--- src/mesb_pkg.sv ---
// Purpose: Constants and types for the motion event status bank
// Assumes: APB slave, 32-bit data, one register per aligned word
// Notes:   Printed offsets are not word multiples, so they are indices
package mesb_pkg;

  // ****************************************************************
  // Register indices and addresses
  // ****************************************************************
  localparam logic [7:0]  MESB_IDX_STAMP_CFG = 8'h18;
  localparam logic [7:0]  MESB_IDX_TS_CTRL   = 8'h19;
  localparam logic [7:0]  MESB_IDX_ALL_SRC   = 8'h1a;
  localparam logic [7:0]  MESB_IDX_WAKE_SRC  = 8'h1b;
  localparam logic [7:0]  MESB_IDX_TAP_EVENT_SOURCE   = 8'h1c;
  localparam logic [7:0]  MESB_IDX_TS0       = 8'h40;
  localparam logic [7:0]  MESB_IDX_TS3       = 8'h43;
  localparam logic [7:0]  MESB_IDX_DRDY_CFG  = 8'h0b;
  localparam logic [7:0]  MESB_IDX_STAMP_ST  = 8'h1d;

  // ****************************************************************
  // Field positions and reset values
  // ****************************************************************
  localparam int          MESB_B_AXIS_LO     = 5;
  localparam int          MESB_B_SENSOR_SEL  = 4;
  localparam int          MESB_B_ACCEL_EXT   = 3;
  localparam int          MESB_B_POLARITY    = 2;
  localparam int          MESB_B_I3C_OFF     = 1;
  localparam int          MESB_B_TS_EN       = 5;
  localparam int          MESB_B_PULSED      = 7;
  localparam logic [7:0]  MESB_RST_STAMP_CFG = 8'he0;
  localparam logic [7:0]  MESB_RST_TS_CTRL   = 8'h00;
  localparam logic [7:0]  MESB_RST_DRDY_CFG  = 8'h00;

  // ****************************************************************
  // Timing: timestamp counter and near-wrap window
  // ****************************************************************
  localparam int          MESB_CLK_HZ        = 40000000;
  localparam int          MESB_WARN_US       = 6400;
  localparam longint      MESB_WARN_CYC      =
    (longint'(MESB_WARN_US) * MESB_CLK_HZ) / 1000000;
  localparam logic [31:0] MESB_TS_TICK_CYC   = 32'h000003e8;

  // ****************************************************************
  // Event inputs from the detection engines
  // ****************************************************************
  typedef struct packed {
    logic       free_fall;
    logic       wake;
    logic [2:0] wake_axis;   // X, Y, Z
    logic       sleep_state;
    logic       activity_change;
    logic       orientation;
    logic       single_tap;
    logic       double_tap;
    logic       tap_sign;
    logic [2:0] tap_axis;    // X, Y, Z
  } mesb_event_s;

  typedef enum logic [1:0] {
    MESB_APB_IDLE   = 2'b01,
    MESB_APB_ACCESS = 2'b10
  } mesb_apb_e;

endpackage : mesb_pkg

--- src/mesb_bank.sv ---
// Purpose: Control and event source register bank behind APB
// Assumes: Event inputs other than sleep_state are one-cycle detection pulses, synchronous
// Notes:   Source flags clear on read of their register; set wins
//          An access counts only after its own setup cycle
`timescale 1ns/100ps
module mesb_bank
  import mesb_pkg::*;
(
  input  wire logic        SYS_CLK,
  input  wire logic        RST_N,
  input  wire logic        PSEL,
  input  wire logic        PENABLE,
  input  wire logic        PWRITE,
  input  wire logic [9:0]  PADDR,
  input  wire logic [31:0] PWDATA,
  output logic      [31:0] PRDATA,
  output logic             PREADY,
  output logic             PSLVERR,
  input  wire mesb_event_s EVENTS,
  input  wire logic        STAMP_PIN,
  input  wire logic        SAMPLE_STROBE,
  input  wire logic [15:0] GYRO_IN [3],
  input  wire logic [15:0] ACCEL_IN [3],
  output logic      [15:0] GYRO_OUT [3],
  output logic      [15:0] ACCEL_OUT [3],
  output logic             STAMP_DRDY,
  output logic             I3C_DISABLE
);

  // ****************************************************************
  // Bus decode
  // ****************************************************************
  logic [7:0]  idx;
  logic        hit_stamp;
  logic        hit_ts_ctrl;
  logic        hit_all;
  logic        hit_wake;
  logic        hit_tap;
  logic        hit_drdy;
  logic        hit_stamp_st;
  logic        hit_ts;
  logic        bus_ok;
  logic        in_access;
  logic        wr_en;
  logic        rd_en;
  mesb_apb_e   apb_q;

  // Index decode, one hit per mapped register; the four timestamp bytes share hit_ts
  assign idx          = PADDR[9:2];
  assign hit_stamp    = (idx == MESB_IDX_STAMP_CFG);
  assign hit_ts_ctrl  = (idx == MESB_IDX_TS_CTRL);
  assign hit_all      = (idx == MESB_IDX_ALL_SRC);
  assign hit_wake     = (idx == MESB_IDX_WAKE_SRC);
  assign hit_tap      = (idx == MESB_IDX_TAP_EVENT_SOURCE);
  assign hit_drdy     = (idx == MESB_IDX_DRDY_CFG);
  assign hit_stamp_st = (idx == MESB_IDX_STAMP_ST);
  assign hit_ts       = (idx >= MESB_IDX_TS0) && (idx <= MESB_IDX_TS3);

  // Unaligned byte addresses are refused outright
  assign bus_ok = (PADDR[1:0] == 2'h0) &&
                  (hit_stamp || hit_ts_ctrl || hit_all || hit_wake ||
                   hit_tap || hit_drdy || hit_stamp_st || hit_ts);

  // Zero wait states: every access ends in its first access cycle
  assign PREADY    = 1'b1;
  assign in_access = PSEL & PENABLE & (apb_q == MESB_APB_ACCESS);
  assign PSLVERR   = in_access & ~bus_ok;
  assign wr_en     = in_access & PWRITE & bus_ok;
  assign rd_en     = in_access & ~PWRITE & bus_ok;

  // Phase tracker: an enable seen without a setup cycle before it
  // is not an access, so it can neither write nor clear a flag
  always_ff @(posedge SYS_CLK) begin
    if (!RST_N) begin
      apb_q <= MESB_APB_IDLE;
    end else begin
      case (apb_q)
        MESB_APB_IDLE: begin
          if (PSEL && !PENABLE) begin
            apb_q <= MESB_APB_ACCESS;
          end
        end
        MESB_APB_ACCESS: apb_q <= MESB_APB_IDLE;
        default:         apb_q <= MESB_APB_IDLE;
      endcase
    end
  end

  // ****************************************************************
  // Writable configuration
  // ****************************************************************
  logic [7:0] stamp_cfg_q;
  logic [7:0] ts_ctrl_q;
  logic [7:0] drdy_cfg_q;

  // Stamp config: bit 0 is stored as written; host keeps it zero
  always_ff @(posedge SYS_CLK) begin
    if (!RST_N) begin
      stamp_cfg_q <= MESB_RST_STAMP_CFG;
    end else if (wr_en && hit_stamp) begin
      stamp_cfg_q <= PWDATA[7:0];
    end
  end

  // Timestamp control: only the enable bit is kept
  always_ff @(posedge SYS_CLK) begin
    if (!RST_N) begin
      ts_ctrl_q <= MESB_RST_TS_CTRL;
    end else if (wr_en && hit_ts_ctrl) begin
      ts_ctrl_q <= PWDATA[7:0] & 8'h20;
    end
  end

  // Data-ready mode: only the pulsed bit is kept
  always_ff @(posedge SYS_CLK) begin
    if (!RST_N) begin
      drdy_cfg_q <= MESB_RST_DRDY_CFG;
    end else if (wr_en && hit_drdy) begin
      drdy_cfg_q <= PWDATA[7:0] & 8'h80;
    end
  end

  assign I3C_DISABLE = stamp_cfg_q[MESB_B_I3C_OFF];

  // ****************************************************************
  // Timestamp counter and near-wrap warning
  // ****************************************************************
  logic [31:0] tick_q;
  logic [31:0] ts_q;
  logic        ts_en;
  logic        near_wrap;
  localparam logic [31:0] WARN_TICKS =
    32'((MESB_WARN_CYC + longint'(MESB_TS_TICK_CYC) - 1)
        / longint'(MESB_TS_TICK_CYC));

  assign ts_en = ts_ctrl_q[MESB_B_TS_EN];

  // Divider gives one tick enable per counter step
  always_ff @(posedge SYS_CLK) begin
    if (!RST_N || !ts_en) begin
      tick_q <= 32'h0;
    end else if (tick_q == MESB_TS_TICK_CYC - 32'h1) begin
      tick_q <= 32'h0;
    end else begin
      tick_q <= tick_q + 32'h1;
    end
  end

  always_ff @(posedge SYS_CLK) begin
    if (!RST_N) begin
      ts_q <= 32'h0;
    end else if (ts_en && tick_q == MESB_TS_TICK_CYC - 32'h1) begin
      ts_q <= ts_q + 32'h1;
    end
  end

  // Warning is a level while the counter sits in its last window
  assign near_wrap = ts_en && (ts_q >= (32'hffffffff - WARN_TICKS));

  // ****************************************************************
  // Event flags: sticky, cleared by reading their register; sleep state is a level and tap sign is never cleared
  // ****************************************************************
  logic all_rd;
  logic wake_rd;
  logic tap_rd;
  logic ff_q, wu_q, ac_q, or_q, st_q, dt_q, tap_q, sgn_q, slp_q;
  logic [2:0] wax_q;
  logic [2:0] tax_q;

  assign all_rd  = rd_en && (idx == MESB_IDX_ALL_SRC);
  assign wake_rd = rd_en && (idx == MESB_IDX_WAKE_SRC);
  assign tap_rd  = rd_en && (idx == MESB_IDX_TAP_EVENT_SOURCE);

  // Free-fall: one flag feeds both views so copies never diverge;
  // a new event in the clearing cycle wins over the clear
  always_ff @(posedge SYS_CLK) begin
    if (!RST_N) begin
      ff_q <= 1'b0;
    end else begin
      ff_q <= EVENTS.free_fall | (ff_q & ~(all_rd | wake_rd));
    end
  end

  // Wake-up overall flag, shared by both views
  always_ff @(posedge SYS_CLK) begin
    if (!RST_N) begin
      wu_q <= 1'b0;
    end else begin
      wu_q <= EVENTS.wake | (wu_q & ~(all_rd | wake_rd));
    end
  end

  // Wake axes live only in the wake view
  always_ff @(posedge SYS_CLK) begin
    if (!RST_N) begin
      wax_q <= 3'h0;
    end else begin
      wax_q <= EVENTS.wake_axis | (wax_q & {3{~wake_rd}});
    end
  end

  // Activity change, shared by both views
  always_ff @(posedge SYS_CLK) begin
    if (!RST_N) begin
      ac_q <= 1'b0;
    end else begin
      ac_q <= EVENTS.activity_change |
              (ac_q & ~(all_rd | wake_rd));
    end
  end

  // Orientation change; the stamp status view does not clear it
  always_ff @(posedge SYS_CLK) begin
    if (!RST_N) begin
      or_q <= 1'b0;
    end else begin
      or_q <= EVENTS.orientation | (or_q & ~all_rd);
    end
  end

  // Single tap, shared by the combined and tap views
  always_ff @(posedge SYS_CLK) begin
    if (!RST_N) begin
      st_q <= 1'b0;
    end else begin
      st_q <= EVENTS.single_tap | (st_q & ~(all_rd | tap_rd));
    end
  end

  // Double tap, shared by the combined and tap views
  always_ff @(posedge SYS_CLK) begin
    if (!RST_N) begin
      dt_q <= 1'b0;
    end else begin
      dt_q <= EVENTS.double_tap | (dt_q & ~(all_rd | tap_rd));
    end
  end

  // General tap flag, set by either kind of tap
  always_ff @(posedge SYS_CLK) begin
    if (!RST_N) begin
      tap_q <= 1'b0;
    end else begin
      tap_q <= (EVENTS.single_tap | EVENTS.double_tap) |
               (tap_q & ~tap_rd);
    end
  end

  // Tap axes live only in the tap view
  always_ff @(posedge SYS_CLK) begin
    if (!RST_N) begin
      tax_q <= 3'h0;
    end else begin
      tax_q <= EVENTS.tap_axis | (tax_q & {3{~tap_rd}});
    end
  end

  // Tap sign follows the latest tap of either kind
  always_ff @(posedge SYS_CLK) begin
    if (!RST_N) begin
      sgn_q <= 1'b0;
    end else if (EVENTS.single_tap || EVENTS.double_tap) begin
      sgn_q <= EVENTS.tap_sign;
    end
  end

  // Sleep state is a status level, not a sticky event
  always_ff @(posedge SYS_CLK) begin
    if (!RST_N) begin
      slp_q <= 1'b0;
    end else begin
      slp_q <= EVENTS.sleep_state;
    end
  end

  // ****************************************************************
  // Stamping of the external pin into sample LSBs
  // ****************************************************************
  logic       pin_active;
  logic       to_accel;
  logic       to_gyro;
  logic [2:0] axis_sel;
  logic       drdy_q;
  logic       stat_rd;

  assign pin_active = STAMP_PIN ~^ stamp_cfg_q[MESB_B_POLARITY];
  assign axis_sel   = stamp_cfg_q[MESB_B_AXIS_LO +: 3];
  assign to_accel   = stamp_cfg_q[MESB_B_SENSOR_SEL] &
                      stamp_cfg_q[MESB_B_ACCEL_EXT];
  assign to_gyro    = ~stamp_cfg_q[MESB_B_SENSOR_SEL];
  assign stat_rd    = rd_en && hit_stamp_st;

  // Axis 0 is X, which sits in the top select bit
  genvar gi;
  generate
    for (gi = 0; gi < 3; gi++) begin : g_axis
      always_ff @(posedge SYS_CLK) begin
        if (!RST_N) begin
          GYRO_OUT[gi]  <= 16'h0;
          ACCEL_OUT[gi] <= 16'h0;
        end else if (SAMPLE_STROBE) begin
          GYRO_OUT[gi]  <= {GYRO_IN[gi][15:1],
            (to_gyro && axis_sel[2-gi]) ? pin_active
                                         : GYRO_IN[gi][0]};
          ACCEL_OUT[gi] <= {ACCEL_IN[gi][15:1],
            (to_accel && axis_sel[2-gi]) ? pin_active
                                          : ACCEL_IN[gi][0]};
        end
      end
    end
  endgenerate

  // Data-ready: a strobe with the pin active sets it; pulsed mode drops
  // it on the next edge, latched mode holds it until the status is read
  always_ff @(posedge SYS_CLK) begin
    if (!RST_N) begin
      drdy_q <= 1'b0;
    end else begin
      drdy_q <= (SAMPLE_STROBE & pin_active) |
                (drdy_q & ~drdy_cfg_q[MESB_B_PULSED] & ~stat_rd);
    end
  end
  assign STAMP_DRDY = drdy_q;

  // ****************************************************************
  // Read data mux
  // ****************************************************************
  logic [7:0] all_view;
  logic [7:0] wake_view;
  logic [7:0] tap_view;
  logic [7:0] stat_view;
  logic [7:0] rd_byte;

  // Each view is built once from the shared flags, so a flag shown in
  // two registers can never read differently between them
  assign all_view  = {near_wrap, 1'b0, ac_q, or_q,
                      dt_q, st_q, wu_q, ff_q};
  assign wake_view = {1'b0, ac_q, ff_q, slp_q,
                      wu_q, wax_q};
  assign tap_view  = {1'b0, tap_q, st_q, dt_q,
                      sgn_q, tax_q};
  assign stat_view = {drdy_q, or_q, 6'h0};

  // Source registers have no write path at all; unmapped reads give 0
  always_comb begin
    rd_byte = 8'h0;
    if (hit_stamp) begin
      rd_byte = stamp_cfg_q;
    end else if (hit_ts_ctrl) begin
      rd_byte = ts_ctrl_q;
    end else if (hit_drdy) begin
      rd_byte = drdy_cfg_q;
    end else if (hit_all) begin
      rd_byte = all_view;
    end else if (hit_wake) begin
      rd_byte = wake_view;
    end else if (hit_tap) begin
      rd_byte = tap_view;
    end else if (hit_stamp_st) begin
      rd_byte = stat_view;
    end else if (hit_ts) begin
      rd_byte = ts_q[8 * (idx - MESB_IDX_TS0) +: 8];
    end
  end

  // Registering read data would need a wait state and would race the
  // clear-on-read flags, so the mux output goes straight out
  assign PRDATA = (rd_en) ? {24'h0, rd_byte} : 32'h0;

endmodule : mesb_bank

--- config.mk ---
export PLATFORM = sky130hd
export DESIGN_NAME = mesb_bank
export DESIGN_NICKNAME = d
export VERILOG_FILES = /design/src/mesb_pkg.sv /design/src/mesb_bank.sv
export SDC_FILE = /design/constraint.sdc
export NUM_CORES = 1
export LEC_CHECK = 0
export BUFFER_PORTS_ARGS = -buffer_cell sky130_fd_sc_hd__buf_2
export CORE_ASPECT_RATIO = 0.75
export CORE_MARGIN = 1.5
export CORE_UTILIZATION = 54
export DETAILED_ROUTE_END_ITERATION = 8
export PLACE_DENSITY = 0.95
export SLEW_MARGIN = 25
export SYNTH_ARGS = -nofsm -noshare
export SYNTH_HDL_FRONTEND = slang
export SYNTH_SLANG_ARGS = --single-unit
--- constraint.sdc ---
create_clock -name SYS_CLK -period 4.45 [get_ports SYS_CLK]
set_input_delay 0.445 -clock SYS_CLK [delete_from_list [all_inputs] [get_ports SYS_CLK]]
set_output_delay 0.445 -clock SYS_CLK [all_outputs]
set_load 0.03 [all_outputs]
==> reports/results.tsv, run 1 <==
stage	metric	value	unit
synthesis	post-synthesis simple-gate area fraction	21.8	%
timing	RSZ-0062 raised after global routing	no	
synthesis	Syn. warnings	0	
finish	commonest non-fill, non-tap cell in the layout	buf_2	
drt	antenna-violating nets left	0	
floorplan	total die area	16200	um2
clocking	CTS tree	built	
outcome	status	complete, no violations	
drt	Via density	5.88	
synthesis	Seq/Total Area, Yosys	45.2	%
place	routability cong.	0.920	
clocking	post-cts resize count	0	
floorplan	Core Footprint	15100	um2
pwr	Psw	0.00106	W
place	HPWL after DPL	17100	um
floorplan	Initial Utilization	55.0	%
pwr	switching share of power	28.2	%
global_route	grt ovf	0	
synthesis	Post-synth EDFFs	0	
clocking	Skew-Pair Late Insertion Delay	0.44	ns
clocking	Worst-path clk slew	0.07	ns
synthesis	post-synthesis instance area	8320	um2
timing	Slew Limit Fails	0	
floorplan	chip width	146	um
drt	wirelength, routed	24900	um
synthesis	Post-Synth Adder-Cell Area	0.301	%
clocking	clk sink count	188	
job	Max-cap violations	0	
timing	worst hold slack	0.219	ns
pwr	Clk pwr share	41.1	%
synthesis	Top FF cell, synth	dfxtp_1	
pwr	cell leakage power	4.44	nW
clocking	H-tree level count	4	
drt	DR vias	7896	
timing	skew final	0.0108	ns
synthesis	Synth Area in XOR/XNOR	2.84	%
floorplan	Die H	111	um
synthesis	register bit count reported by yosys	188	
pwr	VDD IR max	0.366	mV
clocking	CTS max path bufs	2	
synthesis	main combinational cell family by area after synthesis	simple AND/OR/NAND/NOR gates	
synthesis	Synth Area in Compound Gates	8.76	%
finish	area delta synth->final	22.0	%
synthesis	share of synthesized area spent on multiplexers	15.8	%
place	number of I/O port buffers	241	
critical_path	Critical Path End Type	primary output	
floorplan	I/O Pins	291	
timing	Max Fclk	312	MHz
synthesis	Syn Area/Cell	9.11	um2
timing	post-route clock period utilization	72.1	%
synthesis	Synth cell types	51	
synthesis	Mapped Cells	914	
drt	drt wl/cell	18.5	um
clocking	setup bufs post-CTS	0	
critical_path	CP max FO	9	
drt	Iter 0 DRT Violations	822	
global_route	initial antenna violation count	1	
timing	Worst slew margin	32.0	%
clocking	CTS buffer count	17	
drt	1st-pass router iterations	6	
critical_path	CP arrival	2.76	ns
pwr	Reg power frac	47.1	%
timing	setup tns final	0	ns
timing	Hold Violations, Final	0	
worst_hold_path	Hold WC Path Type	in -> reg	
synthesis	Post-synth ARST share	0	%
finish	Final nets	1285	
drt	DR DRC count	0	
timing	final setup vio count	0	
global_route	pin count of the biggest net entering global routing	94	
timing	worst slew pin tran	1.02	ns
global_route	gr usage total	30.3	%
critical_path	startpoint types	flop	
floorplan	Placement Rows	39	
timing	min cycle time layout	3.21	ns
critical_path	worst path required time	4.01	ns
clocking	hold-fix buffers at CTS	0	
finish	layout cells sized above 1	26.5	%
clocking	root buf cell	clkbuf_16	
global_route	vias in the first global route	7611	
pwr	Pint	0.00272	W
critical_path	Crit Path Category	reg -> out	
global_route	first-pass GRT wire length	38900	um
finish	commonest cells after routing, fill and taps aside	240 x buf_2, 188 x dfxtp_1, 161 x nor2_1	
pwr	PwrDens	372	nW/um2
pwr	combinational share of power	11.8	%
worst paths after layout:
check	from	endpoint	slack [ns]	cells after the start
max	ts_q[12]$_SDFFE_PN0P_	PRDATA[7]	1.24	6
min	EVENTS[6]	or_q$_SDFF_PN0_	0.22	3
min reg2reg	tick_q[0]$_SDFF_PP0_	tick_q[0]$_SDFF_PP0_	0.47	1
max reg2reg	ts_q[6]$_SDFFE_PN0P_	ts_q[29]$_SDFFE_PN0P_	1.83	5
cells by family after synthesis:
group                      after synthesis
other                                    2
DFF                                    188
buffers and inverters                   87
xor gates and xnor gates                27
muxes                                  121
and+or+nand+nor                        359
AOI/OAI and AO/OA                      128
adders and majority gates                2
area by class of cell:
| class | instances | area [um2] |
|---|---|---|
| fillers | 1043 | 4970 |
| multi-input cells | 662 | 4220 |
| flip-flops and latches | 188 | 3760 |
| repair buffers | 245 | 1250 |
| clock buffers | 18 | 439 |
| well taps | 205 | 256 |
| clock inverters | 14 | 180 |
| inverters | 10 | 40.0 |
| diodes | 1 | 2.50 |
Yosys cell counts, types with 4 or more instances:
library cell	number	area share (%)
dfxtp_1	188	45
nor2_1	161	7.3
mux2i_1	108	13
a21oi_1	65	3.9
nand2_1	48	2.2
clkbuf_1	35	1.6
nand3_1	32	1.9
o21ai_0	31	1.9
or3_1	27	2.0
buf_4	25	2.3
nand4_1	20	1.5
xor2_1	19	2.0
nor4_1	12	0.90
and4_1	10	1.1
buf_1	10	0.45
inv_1	10	0.45
a211oi_1	8	0.72
and3_1	8	0.60
mux4_2	8	2.2
xnor2_1	8	0.84
buf_2	7	0.42
nor2b_1	7	0.53
nor3_1	6	0.36
or4_1	6	0.54
a22oi_1	5	0.45
mux2_2	5	0.68
o31ai_1	5	0.45
and2_1	4	0.30
nand2b_1	4	0.30
nor4_4	4	1.0
worst max-delay path, cell delays in order (launching register included):
cell and delay, ns:
dfxtp_1 0.43, nand4_1 0.27, nor4_4 0.63, and4_1 0.31, nand4bb_1 0.13, a211oi_1 0.30, buf_2 0.25
power groups by stage:
stage                     clock network, W  logic (W)  registers [W]
after floorplan                          0   0.000197        0.00192
after global placement                   0   0.000423        0.00181
after detailed placement                 0   0.000437        0.00182
after CTS                          0.00155   0.000442        0.00178
after global routing               0.00163   0.000471        0.00179
final                              0.00155   0.000445        0.00178
state kept, by name, indices dropped and copies added (netlist names), 2 cells and up:
signal / cells
apb_q: 2
wax_q: 3
GYRO_OUT: 48
ts_q: 32
tick_q: 32
stamp_cfg_q: 8
tax_q: 3
ACCEL_OUT: 48
stage by stage:
stage                     util (%)  std cells  instance area, um2  setup slack, ns  power [W]
after floorplan                  -        937                8410             1.65    0.00211
after global placement        63.0       1310                9530             1.47    0.00224
after detailed placement      63.0       1310                9530             1.40    0.00225
after CTS                     67.1       1342               10200             1.24    0.00377
after global routing          67.1       1343               10200             1.12    0.00388
final                         67.1       1343               10200             1.24    0.00378
layer usage:
| metal | routed length, um | vias to the layer above | GRT usage [%] |
|---|---|---|---|
| met5 | 0 | - | 0 |
| met4 | 942 | 0 | 12.9 |
| met3 | 2570 | 94 | 8.06 |
| met2 | 12000 | 541 | 51.6 |
| met1 | 9380 | 3668 | 36.0 |
| li1 | - | 3593 | - |
Power figures use the tool's default switching activity.
==> run 2: changes to the inputs <==
- CORE_UTILIZATION: 54 -> 45
- PLACE_DENSITY: 0.95 -> 0.86
- clock period: 4.45 -> 2.6 ns (I/O delays scaled with it)
==> reports/results.tsv, run 2 (synthesized netlist as in run 1, its figures left out) <==
stage	metric	value	unit
outcome	status	complete, no violations	
place	HPWL after DPL	17100	um
floorplan	I/O Pins	291	
finish	commonest non-fill, non-tap cell in the layout	buf_2	
drt	drt wl/cell	16.9	um
timing	Hold Violations, Final	0	
timing	min cycle time layout	2.50	ns
global_route	gr usage total	23.8	%
clocking	root buf cell	clkbuf_16	
place	number of I/O port buffers	241	
drt	Iter 0 DRT Violations	804	
global_route	vias in the first global route	7090	
finish	area delta synth->final	24.6	%
finish	layout cells sized above 1	28.0	%
critical_path	worst r2r dst	ts_q[7]$_SDFFE_PN0P_	
critical_path	crit-path cells	nand3_1, nor4_4, and4_1, nand4bb_1, a211oi_2, buf_4	
timing	Max Fclk	400	MHz
critical_path	critical path's slowest cell	dfxtp_1	
floorplan	chip width	160	um
floorplan	Core Footprint	17900	um2
drt	Via density	5.50	
clocking	CTS buffer count	17	
timing	Worst slew margin	57.9	%
finish	Filler cells	1505	
drt	DR DRC count	0	
timing	final setup vio count	0	
clocking	CTS max path bufs	2	
global_route	initial antenna violation count	6	
critical_path	flop2flop setup slack	0.32	ns
global_route	pin count of the biggest net entering global routing	53	
clocking	Skew-Pair Late Insertion Delay	0.43	ns
floorplan	total die area	19300	um2
floorplan	Die H	121	um
place	routability cong.	0.978	
worst_hold_path	hold_sp	EVENTS[0]	
critical_path	CP top delay family	simple AND/OR/NAND/NOR gates	
critical_path	CP max FO	4	
critical_path	worst reg2reg path depth	6	
clocking	H-tree level count	4	
timing	skew final	0.0113	ns
timing	setup tns final	0	ns
critical_path	R2R Path Start	tick_q[25]$_SDFF_PP0_	
drt	DR vias	7706	
finish	commonest cells after routing, fill and taps aside	239 x buf_2, 183 x dfxtp_1, 161 x nor2_1	
critical_path	Critical Path End Type	primary output	
finish	area of the multi-input gates	4220	um2
critical_path	CP arrival	2.24	ns
critical_path	startpoint types	flop	
critical_path	Worst Path Buf+Inv	1	
finish	Final nets	1302	
worst_hold_path	hold endpoint	tax_q[0]$_SDFF_PN0_	
timing	Slew Limit Fails	0	
drt	antenna-violating nets left	0	
clocking	Worst-path clk slew	0.07	ns
timing	post-route clock period utilization	96.2	%
critical_path	Crit Path Category	reg -> out	
worst_hold_path	Hold Path Cell Cnt	3	
timing	worst slew pin tran	0.628	ns
global_route	grt ovf	0	
pwr	cell leakage power	4.52	nW
finish	largest registers	ACCEL_OUT (48), GYRO_OUT (48)	
worst_hold_path	Hold WC Path Type	in -> reg	
global_route	first-pass GRT wire length	36600	um
clocking	CTS tree	built	
clocking	clk sink count	188	
timing	RSZ-0062 raised after global routing	no	
pwr	overall power	0.00649	W
critical_path	Max stage delay on crit path	0.41	ns
timing	worst hold slack	0.0415	ns
critical_path	worst path required time	2.34	ns
floorplan	Placement Rows	42	
floorplan	Initial Utilization	46.6	%
pwr	PwrDens	626	nW/um2
finish	register area	3770	um2
pwr	VDD IR max	0.392	mV
drt	1st-pass router iterations	5	
drt	wirelength, routed	23700	um
job	Max-cap violations	0	
run 2: cell count changes in the layout (fill, tap and decap cells not counted), moves of 2 or more:
cell,delta
buf_12,+3
buf_4,+15
clkinv_8,-4
clkinvlp_4,+2
dfxtp_1,-5
dfxtp_2,+5
diode_2,+4
run 2: how the worst max path moves through the flow:
stage	slack, ns	endpoint	cells after the start	from
2_1_floorplan	0.17	PRDATA[7]	7	PADDR[6]
4_1_cts	0.03	PRDATA[7]	6	ts_q[11]$_SDFFE_PN0P_
3_5_place_dp	0.32	PRDATA[7]	6	PADDR[7]
5_1_grt	0.007	PRDATA[7]	6	ts_q[17]$_SDFFE_PN0P_
3_3_place_gp	0.37	PRDATA[7]	6	PADDR[7]
6_report	0.1	PRDATA[7]	6	ts_q[17]$_SDFFE_PN0P_
run 2: power by group:
group | switching, W | internal [W] | total, W
logic | 0.000491 | 0.000267 | 0.000758
clock network | 0.00121 | 0.00147 | 0.00268
registers | 0.0000624 | 0.00299 | 0.00305
total | 0.00176 | 0.00473 | 0.00649
run 2: worst reg2reg max path, stage by stage (launching register included):
cell and delay, ns:
dfxtp_1 0.35, nor4_1 0.44, and3_1 0.37, nand4_1 0.17, buf_4 0.21, or4_1 0.48
a21oi_1 0.17
run 2: layer usage:
metal  vias up  track usage (%)  share of wire, %
li1       3617                -                 -
met1      3659             31.0                41
met2       385             37.8                47
met3        43             6.59               9.8
met4         2             8.41               2.0
met5         -                0             0.055
run 2: stage by stage:
stage,worst slack (ns),util (%),cell area (um2),std cells
2_1_floorplan,0.170,-,8410,937
4_1_cts,0.0300,57.8,10300,1392
3_5_place_dp,0.318,54.3,9700,1359
6_report,0.0992,58.0,10400,1401
5_1_grt,0.00675,58.0,10400,1398
3_3_place_gp,0.367,54.3,9700,1359
run 2: repair_timing:
action	4_1_cts	5_1_grt
gates cloned	0	0
pin swaps	1	3
gates resized for setup	2	6
hold buffers	0	0
endpoints found under the setup margin	1	3
setup buffers	1	4
run 2: final cells by class:
class	instances	area share (%)
inverters	10	0.386
multi-input cells	662	40.7
repair buffers	262	13.7
clock inverters	13	1.53
flip-flops and latches	188	36.4
diodes	5	0.121
well taps	242	2.92
clock buffers	19	4.27
